### src/edu_pkg.sv
package edu_pkg;

  localparam int NPORT = 2;
  localparam int NEV   = 6;

  // clock and bit timing
  localparam int CLK_HZ      = 25_000_000;
  localparam int M0_DIV      = 16;
  localparam int OVS         = 16;
  localparam int BREAK_BITS  = 11;
  localparam logic [7:0] BREAK_TICKS = 8'(BREAK_BITS * OVS);
  localparam logic [3:0] M0_LAST     = 4'h7;
  localparam logic [3:0] F8_LAST     = 4'h9;
  localparam logic [3:0] F9_LAST     = 4'ha;
  localparam logic [3:0] PH_LAST     = 4'(OVS - 1);
  localparam logic [3:0] PH_START    = 4'(OVS / 2);

  // register offsets
  localparam logic [7:0] PORT_STRIDE = 8'h20;
  localparam logic [7:0] OFF_CTRL    = 8'h00;
  localparam logic [7:0] OFF_DATA    = 8'h04;
  localparam logic [7:0] OFF_STAT    = 8'h08;
  localparam logic [7:0] OFF_DIVH    = 8'h0c;
  localparam logic [7:0] OFF_DIVL    = 8'h10;
  localparam logic [7:0] OFF_POWER_CONTROL_REGISTER    = 8'h40;
  localparam logic [7:0] OFF_ISTAT   = 8'h44;
  localparam logic [7:0] OFF_ICLR    = 8'h48;
  localparam logic [7:0] OFF_IEN     = 8'h4c;

  // field positions
  localparam int CTRL_MODE = 6;
  localparam int CTRL_REN  = 4;
  localparam int CTRL_TB8  = 3;
  localparam int CTRL_RB8  = 2;
  localparam int CTRL_BRG  = 0;
  localparam int STAT_TXB  = 0;
  localparam int STAT_RXB  = 1;
  localparam int STAT_BRK  = 2;
  localparam int POWER_CONTROL_REGISTER_SMOD = 7;
  localparam int EV_TX     = 0;
  localparam int EV_RX     = 1;
  localparam int EV_BRK    = 2;

  // reset values
  localparam logic [15:0] DIV_RST = 16'h0000;

  typedef enum logic [1:0] {
    MODE_SHIFT, MODE_F8, MODE_F9_FIX, MODE_F9_VAR
  } edu_mode_e;

endpackage

### src/edu_uart_top.sv
`timescale 1ns/1ps
// Behaviour
// - shift mode: data on rx line, clock on tx
// - shift mode bit rate is clock over sixteen
// - eight-bit frame: start, eight data, stop
// - eight-bit frame stores stop bit as ninth
// - eight-bit frame rate from timer or divisor
// - nine-bit frame: start, data, ninth, stop
// - transmit ninth bit comes from control field
// - receive ninth bit stored, stop discarded
// - fixed nine-bit rate clock/16 or clock/32
// - timer overflow halved when doubling bit clear
// - variable nine-bit mode uses variable rate
// - divisor built from high and low registers
// - divisor generators run on oscillator clock
// - each port owns its divisor generator
// - three rate sources, no timer 2
// - timer 1 overflow delivered even when stopped
// - eleven low bit times flag a break
module edu_uart_top (
  input  wire logic        i_mclk,
  input  wire logic        i_sys_rst,
  input  wire logic        i_psel,
  input  wire logic        i_penable,
  input  wire logic        i_pwrite,
  input  wire logic [7:0]  i_paddr,
  input  wire logic [31:0] i_pwdata,
  output logic      [31:0] o_prdata,
  output logic             o_pready,
  output logic             o_pslverr,
  input  wire logic        i_t1_ovf,
  input  wire logic [1:0]  i_rxd,
  output logic      [1:0]  o_rxd_out,
  output logic      [1:0]  o_rxd_oe,
  output logic      [1:0]  o_txd,
  output logic             o_irq
);

  typedef struct packed {
    logic [1:0]  mode;
    logic        ren;
    logic        tb8;
    logic        rb8;
    logic        brgsel;
    logic [7:0]  rxdata;
    logic [15:0] div;
    logic        tx_busy;
    logic [10:0] tx_sh;
    logic [3:0]  tx_ph;
    logic [3:0]  tx_bits;
    logic        rx_busy;
    logic [9:0]  rx_sh;
    logic [3:0]  rx_ph;
    logic [3:0]  rx_bits;
    logic [7:0]  brk_cnt;
    logic        brk_seen;
    logic [1:0]  rx_sync;
    logic        rx_prev;
    logic        txd;
    logic        rxd_out;
    logic        rxd_oe;
  } edu_port_s;

  typedef struct packed {
    edu_port_s [1:0] port;
    logic            smod;
    logic            t1half;
    logic            half;
    logic [5:0]      irq_st;
    logic [5:0]      irq_en;
    logic            irq;
    logic [31:0]     prdata;
    logic            pready;
    logic            pslverr;
  } edu_top_s;

  edu_top_s   q;
  edu_top_s   d;
  logic [1:0] brg_tick;
  logic [1:0] rx_done;

  function automatic logic port_hit(input logic [7:0] a);
    return a < edu_pkg::OFF_POWER_CONTROL_REGISTER;
  endfunction

  function automatic logic [7:0] port_off(input logic [7:0] a);
    return a & ~edu_pkg::PORT_STRIDE;
  endfunction

  genvar g;
  generate
    for (g = 0; g < edu_pkg::NPORT; g++) begin : gen_port
      edu_brg #(
        .W (16)
      ) u_brg (
        .i_mclk    (i_mclk),
        .i_sys_rst (i_sys_rst),
        .i_en      (q.port[g].brgsel),
        .i_div     (q.port[g].div),
        .o_tick    (brg_tick[g])
      );
      assign o_txd[g]     = q.port[g].txd;
      assign o_rxd_out[g] = q.port[g].rxd_out;
      assign o_rxd_oe[g]  = q.port[g].rxd_oe;
    end
  endgenerate

  always_comb begin
    edu_port_s p;
    edu_port_s np;
    logic [5:0] ev;
    logic [5:0] clr;
    logic [9:0] sh;
    logic [3:0] lastb;
    logic       t16;
    logic       t1t;
    logic       rxb;
    logic       acc;
    logic       wr;
    logic       hit;
    logic [7:0] off;
    p     = q.port[0];
    np    = q.port[0];
    ev    = '0;
    clr   = '0;
    sh    = '0;
    lastb = '0;
    t16   = 1'b0;
    rxb   = 1'b0;
    rx_done = '0;
    d     = q;
    acc   = i_psel & i_penable;
    wr    = acc & i_pwrite & q.pready;
    hit   = port_hit(i_paddr);
    off   = port_off(i_paddr);
    t1t   = i_t1_ovf & (q.smod | q.t1half);
    if (i_t1_ovf) begin
      d.t1half = ~q.t1half;
    end
    d.half = ~q.half;
    for (int n = 0; n < edu_pkg::NPORT; n++) begin
      p  = q.port[n];
      np = p;
      np.rx_sync = {p.rx_sync[0], i_rxd[n]};
      rxb        = p.rx_sync[1];
      np.rx_prev = rxb;
      case (p.mode)
        edu_pkg::MODE_SHIFT:  t16 = 1'b1;
        edu_pkg::MODE_F9_FIX: t16 = q.smod | q.half;
        default:              t16 = p.brgsel ? brg_tick[n] : t1t;
      endcase
      case (p.mode)
        edu_pkg::MODE_SHIFT: lastb = edu_pkg::M0_LAST;
        edu_pkg::MODE_F8:    lastb = edu_pkg::F8_LAST;
        default:             lastb = edu_pkg::F9_LAST;
      endcase
      // break detect
      if (p.mode == edu_pkg::MODE_SHIFT || rxb) begin
        np.brk_cnt  = '0;
        np.brk_seen = 1'b0;
      end else if (t16 && p.brk_cnt != edu_pkg::BREAK_TICKS) begin
        np.brk_cnt = p.brk_cnt + 8'h01;
        if (np.brk_cnt == edu_pkg::BREAK_TICKS) begin
          np.brk_seen = 1'b1;
          ev[3*n+edu_pkg::EV_BRK] = 1'b1;
        end
      end
      // transmitter
      if (p.tx_busy && (p.mode == edu_pkg::MODE_SHIFT || t16)) begin
        np.tx_ph = p.tx_ph + 4'h1;
        if (p.tx_ph == edu_pkg::PH_LAST) begin
          np.tx_sh   = {1'b1, p.tx_sh[10:1]};
          np.tx_bits = p.tx_bits + 4'h1;
          if (p.tx_bits == lastb) begin
            np.tx_busy = 1'b0;
            ev[3*n+edu_pkg::EV_TX] = 1'b1;
          end
        end
      end
      // receiver
      if (p.rx_busy) begin
        if (p.mode == edu_pkg::MODE_SHIFT || t16) begin
          np.rx_ph = p.rx_ph + 4'h1;
          if (p.rx_ph == edu_pkg::PH_LAST) begin
            sh         = {rxb, p.rx_sh[9:1]};
            np.rx_sh   = sh;
            np.rx_bits = p.rx_bits + 4'h1;
            if (p.mode == edu_pkg::MODE_SHIFT) begin
              if (p.rx_bits == lastb) begin
                np.rx_busy = 1'b0;
                np.rxdata  = sh[9:2];
                ev[3*n+edu_pkg::EV_RX] = 1'b1;
              end
            end else if (p.rx_bits == 4'h0 && rxb) begin
              np.rx_busy = 1'b0;
            end else if (p.rx_bits == lastb) begin
              np.rx_busy = 1'b0;
              rx_done[n] = 1'b1;
              ev[3*n+edu_pkg::EV_RX] = 1'b1;
              if (p.mode == edu_pkg::MODE_F8) begin
                np.rxdata = sh[8:1];
                np.rb8    = sh[9];
              end else begin
                np.rxdata = sh[7:0];
                np.rb8    = sh[8];
              end
            end
          end
        end
      end else if (p.ren && p.mode != edu_pkg::MODE_SHIFT &&
                   p.rx_prev && !rxb) begin
        np.rx_busy = 1'b1;
        np.rx_ph   = edu_pkg::PH_START;
        np.rx_bits = 4'h0;
      end
      // pins
      if (p.mode == edu_pkg::MODE_SHIFT) begin
        np.txd = p.tx_busy ? p.tx_ph[3] :
                 (p.rx_busy ? p.rx_ph[3] : 1'b1);
      end else begin
        np.txd = p.tx_busy ? p.tx_sh[0] : 1'b1;
      end
      np.rxd_oe  = (p.mode == edu_pkg::MODE_SHIFT) && p.tx_busy;
      np.rxd_out = p.tx_busy ? p.tx_sh[0] : 1'b1;
      // register writes
      if (wr && hit && int'(i_paddr[5]) == n) begin
        case (off)
          edu_pkg::OFF_CTRL: begin
            np.mode   = i_pwdata[edu_pkg::CTRL_MODE +: 2];
            np.ren    = i_pwdata[edu_pkg::CTRL_REN];
            np.tb8    = i_pwdata[edu_pkg::CTRL_TB8];
            np.brgsel = i_pwdata[edu_pkg::CTRL_BRG];
            if (np.mode == edu_pkg::MODE_SHIFT && np.ren &&
                !p.rx_busy && !p.tx_busy) begin
              np.rx_busy = 1'b1;
              np.rx_ph   = 4'h0;
              np.rx_bits = 4'h0;
            end
          end
          edu_pkg::OFF_DATA: begin
            if (!p.tx_busy) begin
              np.tx_busy = 1'b1;
              np.tx_ph   = 4'h0;
              np.tx_bits = 4'h0;
              if (p.mode == edu_pkg::MODE_SHIFT) begin
                np.tx_sh = {3'h7, i_pwdata[7:0]};
              end else begin
                np.tx_sh = {1'b1,
                            (p.mode == edu_pkg::MODE_F8) ? 1'b1 : p.tb8,
                            i_pwdata[7:0], 1'b0};
              end
            end
          end
          edu_pkg::OFF_DIVH: np.div[15:8] = i_pwdata[7:0];
          edu_pkg::OFF_DIVL: np.div[7:0]  = i_pwdata[7:0];
          default: ;
        endcase
      end
      d.port[n] = np;
    end
    if (wr && !hit) begin
      case (i_paddr)
        edu_pkg::OFF_POWER_CONTROL_REGISTER:
          d.smod = i_pwdata[edu_pkg::POWER_CONTROL_REGISTER_SMOD];
        edu_pkg::OFF_ICLR: clr = i_pwdata[5:0];
        edu_pkg::OFF_IEN:  d.irq_en = i_pwdata[5:0];
        default: ;
      endcase
    end
    d.irq_st = (q.irq_st & ~clr) | ev;
    d.irq    = |(d.irq_st & d.irq_en);
    // apb answer, one wait state
    d.pready  = acc & ~q.pready;
    d.pslverr = 1'b0;
    if (acc && !q.pready) begin
      d.prdata = '0;
      p = q.port[i_paddr[5]];
      if (i_paddr[1:0] != 2'h0) begin
        d.pslverr = 1'b1;
      end else if (hit) begin
        case (off)
          edu_pkg::OFF_CTRL: begin
            d.prdata[edu_pkg::CTRL_MODE +: 2] = p.mode;
            d.prdata[edu_pkg::CTRL_REN]       = p.ren;
            d.prdata[edu_pkg::CTRL_TB8]       = p.tb8;
            d.prdata[edu_pkg::CTRL_RB8]       = p.rb8;
            d.prdata[edu_pkg::CTRL_BRG]       = p.brgsel;
          end
          edu_pkg::OFF_DATA: d.prdata[7:0] = p.rxdata;
          edu_pkg::OFF_STAT: begin
            d.prdata[edu_pkg::STAT_TXB] = p.tx_busy;
            d.prdata[edu_pkg::STAT_RXB] = p.rx_busy;
            d.prdata[edu_pkg::STAT_BRK] = p.brk_seen;
          end
          edu_pkg::OFF_DIVH: d.prdata[7:0] = p.div[15:8];
          edu_pkg::OFF_DIVL: d.prdata[7:0] = p.div[7:0];
          default: d.pslverr = 1'b1;
        endcase
      end else begin
        case (i_paddr)
          edu_pkg::OFF_POWER_CONTROL_REGISTER:  d.prdata[edu_pkg::POWER_CONTROL_REGISTER_SMOD] = q.smod;
          edu_pkg::OFF_ISTAT: d.prdata[5:0] = q.irq_st;
          edu_pkg::OFF_ICLR:  d.prdata = '0;
          edu_pkg::OFF_IEN:   d.prdata[5:0] = q.irq_en;
          default: d.pslverr = 1'b1;
        endcase
      end
    end
  end

  always_ff @(posedge i_mclk or posedge i_sys_rst) begin
    if (i_sys_rst) begin
      q <= '0;
      for (int n = 0; n < edu_pkg::NPORT; n++) begin
        q.port[n].txd     <= 1'b1;
        q.port[n].rxd_out <= 1'b1;
        q.port[n].div     <= edu_pkg::DIV_RST;
      end
    end else begin
      q <= d;
    end
  end

  assign o_prdata  = q.prdata;
  assign o_pready  = q.pready;
  assign o_pslverr = q.pslverr;
  assign o_irq     = q.irq;
endmodule

### src/edu_brg.sv
`timescale 1ns/1ps
module edu_brg #(
  parameter int W = 16
) (
  input  wire logic         i_mclk,
  input  wire logic         i_sys_rst,
  input  wire logic         i_en,
  input  wire logic [W-1:0] i_div,
  output logic              o_tick
);

  typedef struct packed {
    logic [W-1:0] cnt;
    logic         tick;
  } edu_brg_s;

  edu_brg_s q;
  edu_brg_s d;

  // one tick every i_div+1 oscillator cycles
  always_comb begin
    d = q;
    d.tick = 1'b0;
    if (!i_en) begin
      d.cnt = i_div;
    end else if (q.cnt == '0) begin
      d.cnt  = i_div;
      d.tick = 1'b1;
    end else begin
      d.cnt = q.cnt - W'(1);
    end
  end

  always_ff @(posedge i_mclk or posedge i_sys_rst) begin
    if (i_sys_rst) begin
      q <= '0;
    end else begin
      q <= d;
    end
  end

  assign o_tick = q.tick;

endmodule

### config.mk
export PLATFORM = sky130hd
export DESIGN_NAME = edu_uart_top
export DESIGN_NICKNAME = d
export VERILOG_FILES = /design/src/edu_pkg.sv /design/src/edu_uart_top.sv /design/src/edu_brg.sv
export SDC_FILE = /design/constraint.sdc
export NUM_CORES = 1
export LEC_CHECK = 0
export ABC_AREA = 1
export ABC_CLOCK_PERIOD_IN_PS = 9100
export BUFFER_PORTS_ARGS = -buffer_cell sky130_fd_sc_hd__buf_4
export CORE_MARGIN = 4
export CORE_UTILIZATION = 60
export DETAILED_ROUTE_END_ITERATION = 6
export PLACE_DENSITY_LB_ADDON = 0.1
export RECOVER_POWER = 25
export SLEW_MARGIN = 20
export SYNTH_ARGS = -nofsm -noshare
export SYNTH_HDL_FRONTEND = slang
export SYNTH_HIERARCHICAL = 1
export SYNTH_SLANG_ARGS = --single-unit
export TNS_END_PERCENT = 5
### constraint.sdc
create_clock -name i_mclk -period 9.1 [get_ports i_mclk]
set_clock_uncertainty 0.2 [all_clocks]
set_input_delay 1.365 -clock i_mclk [delete_from_list [all_inputs] [get_ports i_mclk]]
set_output_delay 1.365 -clock i_mclk [all_outputs]
set_load 0.01 [all_outputs]
### Word-level counts from Yosys, hierarchy flattened

Cells that the tools add are included.

| storage, ports and cells | value |
|---|---|
| flip-flop bits (word level) | 252 |
| bits in latches | 0 |
| bits in writable memories | 0 |
| memory bits (read-only) | 0 |
| input port bits | 48 |
| word-level logic and storage cells | 322 |
| memories | 0 |

| cells by class | value |
|---|---|
| add/subtract/negate cells | 12 |
| multiply operators | 0 |
| divide/modulo/power cells | 0 |
| order comparisons | 2 |
| equality and inequality tests | 27 |
| shift-type cells | 0 |
| multiplexer cells | 133 |
| bitwise operators | 19 |
| reductions and logical operators | 70 |

Operator list:

| cell | number |
|---|---|
| $mux W8 | 22 |
| $mux W84 | 2 |
| $mux W20 | 6 |
| $mux W1 | 66 |
| $mux W16 | 4 |
| $mux W21 | 2 |
| $mux W19 | 2 |
| $mux W9 | 4 |
| $add A4 B1 Y4 const B | 8 |
| $eq A8 B7 Y1 const B | 4 |
| $logic_not A16 Y1 | 2 |
| $sub A16 B1 Y16 const B | 2 |
| $logic_and A1 B1 Y1 | 24 |
| $mux W12 | 2 |
| $mux W6 | 4 |
| $mux W11 | 2 |
| $mux W10 | 2 |
| $reduce_and A2 Y1 | 9 |
| $reduce_and A6 Y1 | 3 |
| $add A8 B1 Y8 const B | 2 |
| $eq A4 B4 Y1 | 4 |
| $eq A4 B4 Y1 const B | 4 |
| $eq A8 B8 Y1 const B | 2 |
| $mux W4 | 4 |
| 34 further kinds | 77 |

### Logic depth before layout (Yosys ltp)

| depth | value |
|---|---|
| depth in word-level cells | 12 |
| depth in mapped cells | 14 |
| gate-level depth less buffers | 13 |

### By module

The synthesis kept the hierarchy.

Modules (own cells, without submodules):

| module | times used | cells each | area an instance (µm²) | sequential area each (µm²) |
|---|---|---|---|---|
| edu_uart_top | 1 | 1,297 | 10,166.0 | 4,809.6 |
| edu_brg | 2 | 185 | 1,219.9 | 425.4 |

### Least setup slack after synthesis

No wires, ideal clock.

| path | value |
|---|---|
| path kind | in2reg |
| start | input i_paddr[7] |
| end | register q[177] in the netlist's numbering |
| setup time | 0.126 ns |
| data arrival time | 2.480 ns |
| path slack | 6.294 ns |
| stages | 12 |
| cell sequence | nor2_2 > buf_6 > inv_4 > nor2_8 > inv_4 > nor2_8 > inv_2 > nor2_4 > nand2_2 > buf_2 > o21ai_0 > o22ai_1 |

RTL lines:

| what | RTL line | RTL |
|---|---|---|
| start: declaration | edu_uart_top.sv:26 | `input wire logic [7:0] i_paddr,` |
| end: declaration | edu_uart_top.sv:77 | `edu_top_s q;` |

==> flow_summary.ini <==
[status]
status = finished, violations left
violations = capacitance limit, slew limit

[setup_path]
worstPathRequired_ns = 9.45
cp-end-kind = async pin
crit_path_top_delay_cell = clkinvlp_2
cp_max_fo = 129
startpoint_type = input pin
max_stage_delay_ns = 3.13
rr_endpoint = q[122]$_DFFE_PP0P_
worst-endpoint-arrival_ns = 5.76
r2r_setup_slack_ns = 6.03
worstRegToRegCells = 10
crit_type = in -> async
startpoint = i_sys_rst
crit_chain = clkbuf_1, clkinvlp_2, buf_4
r2r-start = q[133]$_DFFE_PP0P_
critical_path.endpoint = q[113]$_DFFE_PP0P_

[route]
wl_per_cell_um = 16.2
ant_nets = 0
routed_wirelength_um = 31800
drt_pass1_iterations = 6
drc = 0
drtIter0Drc = 885
viasPerCell = 5.49
vias = 10800

[synthesis]
ys_seq_elements = 226
netlist_area_sq_um = 12600
synth.largest_area_cell = dfrtp_1
synth_edf_count = 0
yosysMostFrequentCell = nand2_1
synth_commonest_cells = nand2_1, dfrtp_1, nor2_1, inv_1, o21ai_0
synth.avg_cell_area_sq_um = 7.56
ys_top_cells_by_area = dfrtp_1, nand2_1, o21ai_0
synthArstFlopShare_pct = 100
yosys_warnings = 6
ys.flop_type = dfrtp_1
yosysSeqAreaShare_pct = 44.9
synth_cells = 1667
synth_top_area_share_pct = 44.1
synth_cell_type_count = 49

[cells_and_area]
nFillCells = 1838
syn_to_final_growth_pct = 6.91
fin_nets = 1746
fin_area_sq_um = 13500
num_antenna_cells = 0
drive_above_1_share_pct = 8.66

[global_routing]
grt_max_degree = 130
antenna_found_initial = 0
overflow = 0
grt_pass1_vias = 10200
grt_pass1_wl_um = 52000
track_usage_pct = 27.1

[power_and_ir_drop]
power_frac_clock_pct = 36.3
p_switching_w = 0.000756
finalPower_w = 0.00258
internal-power_w = 0.00183
ir_drop_mv = 0.157
leakagePower_nw = 6.97
seq_power_share_pct = 47.0
power.density_nw_per_um2 = 192
combPwrFrac_pct = 16.7
p_sw_share_pct = 29.3

[floorplan]
io_pins = 89
die-area_sq_um = 23400
die_y_um = 153
design.core.area_sq_um = 20400
start_util_pct = 61.7
die_width_um = 153
row_count = 52

[placed_design]
port_buffers = 40
gp_congestion = 0.972
pre_cts_slack_ns = 5.10
dp_hpwl_um = 22700
dpl-instance-area_sq_um = 12800

[cts]
cts.sink_count = 226
cts_resized = 0
cts_made_buffers = 25
clock_latency_ns = 0.52
htreeDepth = 1
cts_hold_buf = 0
cts_tree = yes
clkTransAtPathRegs_ns = 0.06
clockRootBuffer = clkbuf_16
cts_buffer_depth = 3
post-cts-setup-buffer-count = 0

[timing]
layout_min_cycle_time_ns = 5.41
slew_viol_final = 130
tns_ns = 0
timing.hold.ws_ns = 0.146
timing.final.crit_share_pct = 59.5
setup-violations-final = 0
hold_violations = 0
max_freq_mhz = 185
slew_headroom_pct = -280
setup_ws_ns = 3.69
worst_slew_pin_slew_ns = 5.67
grt_setup_unrepaired = false

[worst_hold_path]
hold_path.class = reg -> reg

[job]
max_cap_violations = 1
kinds of logic (layout without fill, tap and decap cells):
logic type / after synthesis / in the layout / synth area share (%)
flip-flops: 226 / 226 / 44.9
multiplexers: 3 / 3 / 0.248
AND/OR/NAND/NOR: 826 / 826 / 28.7
buffers and inverters: 274 / 282 / 10.2
XOR/XNOR: 21 / 21 / 1.46
adder cells (fa/ha/maj): 19 / 19 / 1.89
other: 1 / 24 / 0.0297
AO/OA/AOI/OAI: 297 / 297 / 12.6
worst max-delay path: cells and delay by family:
kind / cells / cell delay [ns]
buf+inv: 3 / 4.26
sequential cells by signal, summed over array words and instances (netlist names), 2 cells and up:
| name | cells |
|---|---|
| o_txd | 2 |
| q | 171 |
| o_prdata | 8 |
| gen_port.u_brg/q | 32 |
| o_rxd_oe | 2 |
| gen_port.u_brg/o_tick | 2 |
| o_rxd_out | 2 |
| d | 4 |
routing by layer:
metal,global-route usage [%],share of wire [%],vias to the layer above
met2,44.1,47,322
met1,37.3,43,5086
met5,0,0,-
li1,-,-,5315
met3,4.10,6.0,74
met4,9.42,3.3,0
placed cells by master (no fill, tap or decap), types with 7 or more instances in the layout:
| cell | instances |
|---|---|
| a21oi_1 | 66 |
| buf_4 | 37 |
| clkbuf_1 | 16 |
| clkbuf_16 | 25 |
| conb_1 | 24 |
| dfrtp_1 | 222 |
| ha_1 | 19 |
| inv_1 | 178 |
| inv_2 | 11 |
| nand2_1 | 456 |
| nand2_2 | 11 |
| nand3_1 | 103 |
| nand4_1 | 12 |
| nor2_1 | 179 |
| nor2_2 | 21 |
| nor2_4 | 11 |
| nor3_1 | 17 |
| o21ai_0 | 167 |
| o21ai_1 | 19 |
| o221ai_1 | 7 |
| o22ai_1 | 18 |
| xnor2_1 | 7 |
| xor2_1 | 14 |
worst min path at each step:
stage,start,end,depth (start not counted)
floorplan,d[139]$_DFF_PP0_,d[137]$_DFF_PP0_,0
global placement,d[139]$_DFF_PP0_,d[137]$_DFF_PP0_,0
detailed placement,d[55]$_DFF_PP0_,d[53]$_DFF_PP0_,0
CTS,d[55]$_DFF_PP0_,d[53]$_DFF_PP0_,0
global route,d[55]$_DFF_PP0_,d[53]$_DFF_PP0_,0
finish,d[139]$_DFF_PP0_,d[137]$_DFF_PP0_,0
cell type report:
type	count	area [sq um]	area share (%)
multi-input cells	1190	5680	42.2
flip-flops and latches	226	5660	42.0
inverters	193	732	5.43
clock buffers	41	726	5.38
well taps	270	338	2.51
repair buffers	43	308	2.28
clock inverters	5	28.8	0.214
metrics by stage:
stage                     std cells  utilization (%)
after floorplan                1690                -
after global placement         1922             62.7
after detailed placement       1922             62.7
after CTS                      1968             66.4
after global routing           1968             66.0
final                          1968             66.0
power by group through the flow:
stage	combinational, W	sequential (W)	clock, W
after global placement	0.000413	0.00122	0
final	0.000430	0.00121	0.000938
after detailed placement	0.000427	0.00123	0
after global routing	0.000500	0.00123	0.00100
after floorplan	0.000335	0.00121	0
after CTS	0.000431	0.00121	0.000959
Power figures use the tool's default switching activity.
